File: config.mk
export PLATFORM = sky130hd
export DESIGN_NAME = lpw_watchdog
export DESIGN_NICKNAME = d
export VERILOG_FILES = /design/src/lpw_pkg.sv /design/src/lpw_tick_if.sv /design/src/lpw_tick_gen.sv /design/src/lpw_watchdog.sv
export SDC_FILE = /design/constraint.sdc
export NUM_CORES = 1
export LEC_CHECK = 0
export BUFFER_PORTS_ARGS = -buffer_cell sky130_fd_sc_hd__buf_2
export CELL_PAD_IN_SITES_DETAIL_PLACEMENT = 1
export CELL_PAD_IN_SITES_GLOBAL_PLACEMENT = 1
export CORE_ASPECT_RATIO = 2
export CORE_UTILIZATION = 35
export DETAILED_ROUTE_END_ITERATION = 10
export PLACE_DENSITY_LB_ADDON = 0.1
export SLEW_MARGIN = 20
export SYNTH_ARGS = -nofsm -noshare
export SYNTH_HDL_FRONTEND = slang
export SYNTH_HIERARCHICAL = 1
export SYNTH_SLANG_ARGS = --single-unit
File: constraint.sdc
create_clock -name clock -period 8.3 [get_ports clock]
set_input_delay 1.66 -clock clock [delete_from_list [all_inputs] [get_ports clock]]
set_output_delay 1.66 -clock clock [all_outputs]
set_load 0.1 [all_outputs]
File: src/lpw_pkg.sv
//
// Contract
// A low manual power-cut input switches the target supply off.
// After a manual cut the supply stays off at least the hold time.
// Hold time is 16 to 2000 ms in 8 ms steps, default 1000 ms.
// Heartbeat timeout is 16 to 2000 ms in 8 ms steps, default 500 ms.
// No heartbeat edge within the timeout switches the supply off.
// The heartbeat timer starts counting as soon as power is applied.
// Any heartbeat edge before timeout clears the timer to zero.
// On timer overflow the supply goes off for at least the hold time.
// Probe drives low, high, low; if heartbeat follows all, timer clears.
// Watchdog is suspended only for an undriven, unpulled heartbeat input.
// A driven or pulled-up heartbeat input never reads as undriven.
// The processor holds each input level at least 6 ms, within timeout.
// The processor should toggle heartbeat from a dedicated output pin.
// At power-up, with power-cut high, wait the hold time then enable.
// Probe, power-cut, edge and timer checks run once per 5.12 ms loop.
// After any power cut the full power-up sequence restarts.
// Both timeouts are counts of an 8 ms tick on one shared timer.
// Supply stays off from reset until the power-up sequence ends.
//
package lpw_pkg;

   // ----------------------------------------------------------------
   // Timing figures.
   // ----------------------------------------------------------------
   localparam int CLK_KHZ = 200000;
   localparam int STEP_MS = 8;
   localparam int LOOP_US = 5120;
   localparam int HOLD_MS = 1000;
   localparam int WD_MS = 500;
   localparam int MIN_MS = 16;
   localparam int MAX_MS = 2000;
   localparam int STEP_CYC = STEP_MS * CLK_KHZ;
   localparam int LOOP_CYC = (LOOP_US * CLK_KHZ) / 1000;
   localparam int PROBE_SETTLE_CYC = 8;
   localparam int TMR_W = 9;

   // ----------------------------------------------------------------
   // Supervisor states.
   // ----------------------------------------------------------------
   typedef enum logic [2:0] {
      ST_HOLD = 3'b001,
      ST_RUN = 3'b010,
      ST_PROBE = 3'b100
   } lpw_state_t;

endpackage : lpw_pkg

File: src/lpw_tick_if.sv
`timescale 1ns/1ps
// Carries the 8 ms step and loop pulses from the tick generator.
interface lpw_tick_if;
   logic step_tick;
   logic loop_tick;
   logic step_restart;
   modport gen (output step_tick, output loop_tick, input step_restart);
   modport use_side (input step_tick, input loop_tick, output step_restart);
endinterface : lpw_tick_if

File: src/lpw_tick_gen.sv
`timescale 1ns/1ps
module lpw_tick_gen #(
   parameter int STEP_CYC = lpw_pkg::STEP_CYC,
   parameter int LOOP_CYC = lpw_pkg::LOOP_CYC
) (
   // Clock, reset and enable.
   input wire logic clock,
   input wire logic rst_n,
   input wire logic clk_en,
   // Tick pulses.
   lpw_tick_if.gen tk
);

   localparam int SW = $clog2(STEP_CYC + 1);
   localparam int LW = $clog2(LOOP_CYC + 1);
   localparam logic [SW-1:0] STEP_LAST = SW'(STEP_CYC - 1);
   localparam logic [LW-1:0] LOOP_LAST = LW'(LOOP_CYC - 1);

   logic [SW-1:0] step_cnt_q;
   logic [LW-1:0] loop_cnt_q;

   // shared 8 ms tick
   // The step divider restarts with the timer so every timer count is a whole step.
   always_ff @(posedge clock or negedge rst_n) begin
      if (!rst_n) begin
         step_cnt_q <= '0;
      end else if (clk_en) begin
         if (tk.step_restart || step_cnt_q == STEP_LAST) begin
            step_cnt_q <= '0;
         end else begin
            step_cnt_q <= step_cnt_q + 1'b1;
         end
      end
   end

   // loop period divider
   // The loop divider runs free and paces the periodic checks.
   always_ff @(posedge clock or negedge rst_n) begin
      if (!rst_n) begin
         loop_cnt_q <= '0;
      end else if (clk_en) begin
         if (loop_cnt_q == LOOP_LAST) begin
            loop_cnt_q <= '0;
         end else begin
            loop_cnt_q <= loop_cnt_q + 1'b1;
         end
      end
   end

   // Pulses last one enabled cycle.
   assign tk.step_tick = clk_en && !tk.step_restart && (step_cnt_q == STEP_LAST);
   assign tk.loop_tick = clk_en && (loop_cnt_q == LOOP_LAST);

endmodule : lpw_tick_gen

File: src/lpw_watchdog.sv
`timescale 1ns/1ps
module lpw_watchdog #(
   parameter int STEP_CYC = lpw_pkg::STEP_CYC,
   parameter int LOOP_CYC = lpw_pkg::LOOP_CYC,
   parameter int HOLD_MS = lpw_pkg::HOLD_MS,
   parameter int WD_MS = lpw_pkg::WD_MS
) (
   // Clock, reset and enable.
   input wire logic clock,
   input wire logic rst_n,
   input wire logic clk_en,
   // Inputs from the monitored processor.
   input wire logic manual_power_cut_n,
   input wire logic heartbeat_in,
   // Probe pin that pulls the heartbeat line through a resistor.
   output logic probe_drive_pin,
   output logic probe_drive_oe,
   // Supply switch and status.
   output logic target_supply,
   output logic watchdog_suspended
);

   // ----------------------------------------------------------------
   // Timeout counts in 8 ms steps.
   // ----------------------------------------------------------------
   localparam int TW = lpw_pkg::TMR_W;
   // hold time in steps
   localparam logic [TW-1:0] HOLD_TICKS = TW'(HOLD_MS / lpw_pkg::STEP_MS);
   // heartbeat timeout in steps
   localparam logic [TW-1:0] WD_TICKS = TW'(WD_MS / lpw_pkg::STEP_MS);
   localparam logic [TW-1:0] TMR_MAX = {TW{1'b1}};
   localparam logic [3:0] SETTLE_LAST = 4'(lpw_pkg::PROBE_SETTLE_CYC - 1);

   lpw_tick_if tk ();

   lpw_tick_gen #(
      .STEP_CYC(STEP_CYC),
      .LOOP_CYC(LOOP_CYC)
   ) u_tick (
      .clock(clock),
      .rst_n(rst_n),
      .clk_en(clk_en),
      .tk(tk)
   );

   // ----------------------------------------------------------------
   // Input synchronisers.
   // ----------------------------------------------------------------
   logic mr_meta_q;
   logic mr_s_q;
   logic hb_meta_q;
   logic hb_s_q;

   // Two flops per pin before any logic looks at the level.
   always_ff @(posedge clock or negedge rst_n) begin
      if (!rst_n) begin
         mr_meta_q <= 1'b1;
         mr_s_q <= 1'b1;
         hb_meta_q <= 1'b0;
         hb_s_q <= 1'b0;
      end else if (clk_en) begin
         mr_meta_q <= manual_power_cut_n;
         mr_s_q <= mr_meta_q;
         hb_meta_q <= heartbeat_in;
         hb_s_q <= hb_meta_q;
      end
   end

   // ----------------------------------------------------------------
   // Sequencer state.
   // ----------------------------------------------------------------
   lpw_pkg::lpw_state_t state_q;
   logic [1:0] step_q;
   logic [3:0] settle_q;
   logic follow_q;
   logic hb_last_q;
   logic [TW-1:0] tmr_q;
   logic settle_done;
   logic eval;
   logic hb_edge;
   logic follow_all;
   logic power_up;
   logic cut;
   logic tmr_clr;

   assign settle_done = (settle_q == SETTLE_LAST);
   assign eval = (state_q == lpw_pkg::ST_PROBE) && (step_q == 2'h3) && settle_done;
   assign hb_edge = (hb_s_q != hb_last_q);
   assign follow_all = follow_q;
   // wait hold time then power up
   assign power_up = (state_q == lpw_pkg::ST_HOLD) && mr_s_q && (tmr_q >= HOLD_TICKS);
   // manual cut, R5 missing edge
   assign cut = eval && (!mr_s_q || (!hb_edge && !follow_all && tmr_q >= WD_TICKS));
   // edge clear, R9 undriven clear, R6 start at power-up
   assign tmr_clr = power_up || cut || (state_q == lpw_pkg::ST_HOLD && !mr_s_q) ||
                    (eval && (hb_edge || follow_all));
   assign tk.step_restart = clk_en && tmr_clr;

   // restart power-up after every cut
   // Main sequencer: hold with supply off, run, probe and evaluate.
   always_ff @(posedge clock or negedge rst_n) begin
      if (!rst_n) begin
         state_q <= lpw_pkg::ST_HOLD;
      end else if (clk_en) begin
         unique case (state_q)
            lpw_pkg::ST_HOLD: begin
               if (power_up) begin
                  state_q <= lpw_pkg::ST_RUN;
               end
            end
            lpw_pkg::ST_RUN: begin
               // one check per loop
               if (tk.loop_tick) begin
                  state_q <= lpw_pkg::ST_PROBE;
               end
            end
            lpw_pkg::ST_PROBE: begin
               if (cut) begin
                  state_q <= lpw_pkg::ST_HOLD;
               end else if (eval) begin
                  state_q <= lpw_pkg::ST_RUN;
               end
            end
            default: begin
               state_q <= lpw_pkg::ST_HOLD;
            end
         endcase
      end
   end

   // low high low probe
   // Probe steps 0..2 drive low, high, low; step 3 releases and lets the line settle.
   always_ff @(posedge clock or negedge rst_n) begin
      if (!rst_n) begin
         step_q <= 2'h0;
         settle_q <= 4'h0;
         follow_q <= 1'b0;
      end else if (clk_en) begin
         if (state_q != lpw_pkg::ST_PROBE) begin
            step_q <= 2'h0;
            settle_q <= 4'h0;
            follow_q <= 1'b1;
         end else if (settle_done) begin
            settle_q <= 4'h0;
            step_q <= step_q + 2'h1;
            // a driven line fails to follow
            if (step_q != 2'h3 && hb_s_q != (step_q == 2'h1)) begin
               follow_q <= 1'b0;
            end
         end else begin
            settle_q <= settle_q + 4'h1;
         end
      end
   end

   // Probe pin drive, enabled only during the three driven steps.
   always_ff @(posedge clock or negedge rst_n) begin
      if (!rst_n) begin
         probe_drive_pin <= 1'b0;
         probe_drive_oe <= 1'b0;
      end else if (clk_en) begin
         if (state_q == lpw_pkg::ST_PROBE && !(step_q == 2'h3 || (step_q == 2'h2 && settle_done))) begin
            probe_drive_oe <= 1'b1;
            probe_drive_pin <= (step_q == 2'h1) && !settle_done || (step_q == 2'h0 && settle_done);
         end else begin
            probe_drive_oe <= 1'b0;
            probe_drive_pin <= 1'b0;
         end
      end
   end

   // shared step timer
   // One saturating timer counts steps for both the hold and the heartbeat timeout.
   always_ff @(posedge clock or negedge rst_n) begin
      if (!rst_n) begin
         tmr_q <= '0;
      end else if (clk_en) begin
         if (tmr_clr) begin
            tmr_q <= '0;
         end else if (tk.step_tick && tmr_q != TMR_MAX) begin
            tmr_q <= tmr_q + 1'b1;
         end
      end
   end

   // Last heartbeat level seen at power-up or at an evaluation point.
   always_ff @(posedge clock or negedge rst_n) begin
      if (!rst_n) begin
         hb_last_q <= 1'b0;
      end else if (clk_en) begin
         if (power_up) begin
            hb_last_q <= hb_s_q;
         end else if (eval) begin
            hb_last_q <= hb_s_q;
         end
      end
   end

   // supply off from reset
   // Supply switch and the suspension flag.
   always_ff @(posedge clock or negedge rst_n) begin
      if (!rst_n) begin
         target_supply <= 1'b0;
         watchdog_suspended <= 1'b0;
      end else if (clk_en) begin
         if (power_up) begin
            target_supply <= 1'b1;
         end else if (cut) begin
            // overflow cuts the supply
            target_supply <= 1'b0;
         end
         // suspended only when line follows the probe
         if (eval) begin
            watchdog_suspended <= follow_all;
         end else if (state_q == lpw_pkg::ST_HOLD) begin
            watchdog_suspended <= 1'b0;
         end
      end
   end

   // ----------------------------------------------------------------
   // Check helpers.
   // ----------------------------------------------------------------
   logic [31:0] off_cyc_q;

   // Enabled cycles spent with the supply off, so the hold is checked in cycles, not steps.
   always_ff @(posedge clock or negedge rst_n) begin
      if (!rst_n) begin
         off_cyc_q <= '0;
      end else if (clk_en) begin
         if (target_supply) begin
            off_cyc_q <= '0;
         end else if (off_cyc_q != 32'hFFFFFFFF) begin
            off_cyc_q <= off_cyc_q + 32'h1;
         end
      end
   end
endmodule : lpw_watchdog

==> results of run 1 <==
-- cell families (layout without fill, tap and decap cells) --
| kind of cell | after synthesis | in the layout | share of synthesized area, % |
|---|---|---|---|
| simple gates | 177 | 177 | 24.9 |
| compound gates | 75 | 75 | 14.7 |
| flops | 69 | 69 | 46.1 |
| xor+xnor | 22 | 22 | 5.13 |
| buf+inv | 22 | 38 | 2.67 |
| fa+ha+maj | 11 | 11 | 3.67 |
| mux | 10 | 10 | 2.90 |
-- power breakdown --
part | leakage [nW] | internal [W] | switching (W)
registers | 0.905 | 0.000374 | 0.0000478
logic | 0.747 | 0.0000437 | 0.0000687
clock network | 0.131 | 0.000220 | 0.000148
-- sequential cells by signal, summed over array words and instances (netlist names) --
name,flops
mr_meta_q,1
step_q,2
hb_meta_q,1
tmr_q,9
probe_drive_pin,1
follow_all,1
target_supply,1
watchdog_suspended,1
probe_drive_oe,1
u_tick/loop_cnt_q,20
hb_last_q,1
hb_s_q,1
state_q,3
u_tick/step_cnt_q,21
mr_s_q,1
settle_q,4
-- worst register-to-register path, delay by kind of cell (launching register included) --
| kind | cells | cell delay (ns) |
|---|---|---|
| buffers and inverters | 1 | 0.11 |
| AOI/OAI and AO/OA | 4 | 0.74 |
| and+or+nand+nor | 7 | 1.84 |
| DFF | 1 | 0.43 |
| adders and majority gates | 1 | 0.18 |
-- per-layer routing --
| metal | vias up | track usage [%] | wire length, um |
|---|---|---|---|
| met5 | - | 0 | 0 |
| met4 | 0 | 7.22 | 113 |
| met3 | 6 | 3.25 | 101 |
| met2 | 17 | 32.8 | 5040 |
| met1 | 1522 | 21.5 | 3920 |
| li1 | 1440 | - | - |
-- area by class of cell --
cell class	instances	area, sq um
inverters	11	41.3
clock inverters	4	31.3
repair buffers	11	62.6
multi-input cells	295	1920
well taps	137	171
flip-flops and latches	69	1730
clock buffers	12	256
fillers	1236	6260
-- metrics by stage --
step	setup WS, ns	utilization [%]	std cells
after floorplan	4.66	-	386
after global placement	4.05	37.5	523
after detailed placement	3.93	37.5	523
after CTS	4.27	40.3	539
after global routing	3.95	40.3	539
final	4.24	40.3	539
-- final timing paths --
path | end | startpoint | cells past startpoint | slack (ns)
hold / removal | u_tick/loop_cnt_q[19] | u_tick/loop_cnt_q[19] | 1 | 0.49
setup reg to reg | tmr_q[5] | tmr_q[1] | 13 | 4.88
hold reg to reg | u_tick/loop_cnt_q[19] | u_tick/loop_cnt_q[19] | 1 | 0.49
min in group asynchronous | step_q[1] | rst_n | 2 | 1.51
setup / recovery | tmr_q[5] | clk_en | 11 | 4.24
max in group asynchronous | u_tick/step_cnt_q[14] | rst_n | 2 | 6.14
-- cells in the mapped netlist, drive strengths merged, types with 2 or more instances --
cell type | n | area [sq um]
o311ai | 5 | 43.8
nor4 | 4 | 40.0
or2 | 2 | 12.5
mux2i | 3 | 30.0
o21ai | 24 | 120
xor2 | 14 | 123
ha | 11 | 138
or3 | 4 | 27.5
nand2 | 44 | 165
o22ai | 3 | 18.8
nor3 | 9 | 56.3
a41oi | 2 | 32.5
o41ai | 3 | 26.3
dfrtp | 66 | 1650
nand4 | 20 | 125
nand2b | 4 | 25.0
o2111ai | 2 | 17.5
nor2b | 3 | 18.8
o31ai | 8 | 65.1
dfstp | 3 | 78.8
nand3b | 3 | 22.5
nor3b | 4 | 30.0
o2bb2ai | 2 | 17.5
or4 | 3 | 22.5
a31oi | 4 | 40.0
inv | 11 | 41.3
buf | 5 | 36.3
xnor2 | 8 | 70.1
and3 | 8 | 51.3
a22o | 3 | 26.3
a21o | 6 | 48.8
mux2 | 7 | 78.8
clkbuf | 6 | 22.5
nand3 | 27 | 135
nor2 | 37 | 155
a21oi | 6 | 33.8
==> impl_metrics.ini, run 1 <==
[sta]
setup_violations = 0
period_minus_slack_ns = 4.06
hold_viol_final = 0
skew_ns = 0.00908
setup_tns_ns = 0
max_freq_ghz = 0.246
timing.slew.headroom_pct = 27.8
whs_ns = 0.485
tightest_slew_ns = 1.07
post-route-period-util_pct = 48.9
rsz0062_at_grt = false
finalMaxSlewViolations = 0

[floorplanning]
initial_utilization_pct = 35.8
pin_count = 9
die_w_um = 75.2
core_sq_mm = 0.0105
die_y_um = 148
dieArea_sq_mm = 0.0112
num_rows = 53

[yosys]
synthDistinctLibCells = 59
synth-edff-count = 0
syn_inst = 386
ys_warn_count = 6
synth_seq_cells = 69
syn_area_sq_mm = 0.00375
yosysSeqAreaShare_pct = 46.1
synth_fp_nets = 402
postSynthAreaPerCell_sq_um = 9.73
async_flop_share_pct = 100
ys.flop_type = dfrtp_1

[pwr]
power_density_mw_per_mm2 = 214
p_total_w = 0.000902
ir_drop_v = 0.000125
power_leakage_nw = 1.78

[detailed_routing]
dr.pass1.iters = 6
drc = 0
dr.first_iter.drc_count = 76
num_vias = 2985
viasPerCell = 5.54
wl_per_cell_um = 17.0
ant_nets = 0
wirelength_mm = 9.18

[grt]
grt_first_pass_wirelength_mm = 15.5
overflow = 0
grt_antenna_before_repair = 0
track_usage_pct = 18.6
grt_max_degree = 70
grt_pass1_vias = 3119

[finish]
design_area_sq_mm = 0.00422
area_growth_syn_to_layout_pct = 12.3
final_cell_mix = dfrtp_1 (66), nand2_1 (44), nor2_1 (36), nand3_1 (27), o21ai_0 (24)
n_antenna_cell = 0
layout.nets = 413
final_common_cell = dfrtp_1
drive_gt1_share_pct = 13.2

[setup_path]
worst-path-max-fanout = 39
end_kind = flop
crit_type = input pin to flop
cp_top_family = simple AND/OR/NAND/NOR gates
required_ns = 8.51
cp_cell_sequence = buf_2, buf_4, inv_1, a21oi_1, nand2b_1, nor2_1, nand2b_1, nor3_1, nand4_1, a41oi_2, o31ai_1
critPathBufInv = 3
cp_common_cell = nand2b_1
crit_slowest_cell = inv_1
crit_path_max_incr_delay_ns = 0.46
critical_path_arrival_ns = 4.27
critPathLaunchType = input pin

[clock_tree]
clk_pin_slew_ns = 0.06
cts_buffers = 9
insertion_delay_ns = 0.33
cts_setup_buffers = 0
cts_sinks = 69
cts_tree = yes
clk_path_buf_depth = 2
ctsHtreeMaxLevel = 3
cts_resized = 0
cts_hold_buf = 0
clockRootBuffer = clkbuf_16

[place]
dp_hpwl_mm = 6.48
placed_area_sq_mm = 0.00393
io_buffers = 8
gp_congestion = 0.731

[flow_run]
drv_cap = 0

[min_path]
hold_class = flop to flop

[status]
status = finished clean
Power figures use the tool's default switching activity.
==> run 2, diff against run 1 <==
==> constraint.sdc (replaced) <==
create_clock -name clock -period 4.25 [get_ports clock]
set_input_delay 0.85 -clock clock [delete_from_list [all_inputs] [get_ports clock]]
set_output_delay 0.85 -clock clock [all_outputs]
set_load 0.1 [all_outputs]
==> run 2 against run 1 <==
Clock skew shrank 0.00055 ns. Hold slack lost 0.0026 ns. Critical endpoint is now tmr_q[6]. Flip-flop and latch count is the same. Die area is the same. Via count grew 0.77%. First-iteration DRC count grew 37%. Routed wire length grew 0.54%. Count of clock-buffer cells in the layout grew 1.
==> impl_metrics.ini, run 2 (synthesis results as in run 1) <==
[grt]
grt_antenna_before_repair = 0
grt_max_degree = 38
track_usage_pct = 18.9
grt_first_pass_wirelength_mm = 16.0
overflow = 0
grt_pass1_vias = 3264

[pwr]
power.clock.fraction_pct = 40.2
power_leakage_nw = 1.79
switching_share_pct = 29.0
ir_drop_v = 0.000220
power_density_mw_per_mm2 = 414
pwr-share-comb_pct = 12.9
intPower_w = 0.00124
sequentialPowerShare_pct = 47.0
p_sw_w = 0.000507

[clock_tree]
cts_buffers = 9
clk_path_buf_depth = 2
insertion_delay_ns = 0.33
clockRootBuffer = clkbuf_16
cts_resized = 0
ctsHtreeMaxLevel = 3
clk_pin_slew_ns = 0.06
cts_tree = yes
cts_setup_buffers = 0
cts_sinks = 69
cts_hold_buf = 0

[min_path]
min_from = probe_drive_oe
hold_class = flop to flop
hold_depth = 1
hold_end = probe_drive_oe

[setup_path]
cp_cell_sequence = inv_1, ha_1, nor3_1, o311ai_0, nand2_1, a21oi_1, nand2b_1, nor2_1, nor2b_1, nand2_1, or4_1, o221ai_1
end_kind = flop
crit_type = flop to flop
critPathLaunchType = flop
required_ns = 4.49
worstRegToRegCells = 12
r2r-start = tmr_q[1]
worst-path-max-fanout = 11
cp_top_family = simple AND/OR/NAND/NOR gates
cp_common_cell = nand2_1
critical_path_arrival_ns = 3.67
critPathBufInv = 1
r2r-end = tmr_q[6]
crit_slowest_cell = dfrtp_1
rrSetupSlack_ns = 0.83
crit_path_max_incr_delay_ns = 0.42

[finish]
largest_register_ffs = 21
layout.nets = 415
n_antenna_cell = 0
top_regs = u_tick/step_cnt_q (21), u_tick/loop_cnt_q (20), tmr_q (9)
nFillCells = 1253
final_cell_mix = dfrtp_1 (66), nand2_1 (44), nor2_1 (36), nand3_1 (27), o21ai_0 (24)
final_common_cell = dfrtp_1
multi_input_area_sq_mm = 0.00192
drive_gt1_share_pct = 13.4
seqCellArea_sq_mm = 0.00173
area_growth_syn_to_layout_pct = 12.5
regMostFlops = u_tick/step_cnt_q
final_core_util_pct = 40.3

[status]
status = finished clean

[detailed_routing]
dr.pass1.iters = 4
drc = 0
dr.first_iter.drc_count = 104
wirelength_mm = 9.23
num_vias = 3008
viasPerCell = 5.56
wl_per_cell_um = 17.1
ant_nets = 0

[flow_run]
drv_cap = 0

[floorplanning]
pin_count = 9
num_rows = 53
die_w_um = 75.2
initial_utilization_pct = 35.8
dieArea_sq_mm = 0.0112
core_sq_mm = 0.0105
die_y_um = 148

[sta]
rsz0062_at_grt = false
skew_ns = 0.00853
setup_violations = 0
hold_viol_final = 0
period_minus_slack_ns = 3.42
finalMaxSlewViolations = 0
max_freq_ghz = 0.292
timing.slew.headroom_pct = 39.0
setup_tns_ns = 0
fin_ws_ns = 0.825
post-route-period-util_pct = 80.6
tightest_slew_ns = 0.902

[place]
dpl_worst_slack_ns = 0.867
gp_congestion = 0.749
io_buffers = 8
dp_hpwl_mm = 6.59
-- run 2: area by class of cell --
type	instances	share of cell area, %
multi-input cells	295	45.5
inverters	11	0.977
clock buffers	13	6.16
repair buffers	13	1.84
flip-flops and latches	69	41.0
well taps	137	4.06
clock inverters	3	0.474
-- run 2: per-layer routing --
layer | share of wire (%) | GRT usage (%) | up-vias | routed length, um
met5 | 0 | 0 | - | 0
met1 | 41 | 20.8 | 1527 | 3820
met2 | 55 | 34.2 | 27 | 5090
met4 | 1.8 | 6.57 | 0 | 168
met3 | 1.7 | 4.34 | 13 | 153
li1 | - | - | 1441 | -
-- run 2: per-stage QoR --
stage	instance area, sq um	hold WS, ns	std cells	total power, W
2_1_floorplan	3750	0.448	386	0.000977
3_3_place_gp	3950	0.466	525	0.00105
3_5_place_dp	3950	0.485	525	0.00106
4_1_cts	4230	0.494	541	0.00178
5_1_grt	4230	0.519	541	0.00185
6_report	4230	0.483	541	0.00175
-- run 2: how the worst max path moves through the flow --
stage	slack, ns	cells after the start	endpoint	startpoint
2_1_floorplan	1.41	14	tmr_q[6]	tmr_q[0]
3_3_place_gp	1.10	13	tmr_q[5]	tmr_q[1]
3_5_place_dp	0.87	13	tmr_q[5]	tmr_q[1]
4_1_cts	0.81	12	tmr_q[6]	tmr_q[1]
5_1_grt	0.43	13	tmr_q[5]	tmr_q[1]
6_report	0.83	12	tmr_q[6]	tmr_q[1]
-- run 2: power groups by stage --
stage	combinational, W	sequential [W]	clock [W]
global placement	0.000223	0.000829	0
CTS	0.000230	0.000821	0.000725
detailed placement	0.000228	0.000832	0
floorplan	0.000160	0.000817	0
global route	0.000258	0.000837	0.000753
finish	0.000225	0.000821	0.000703
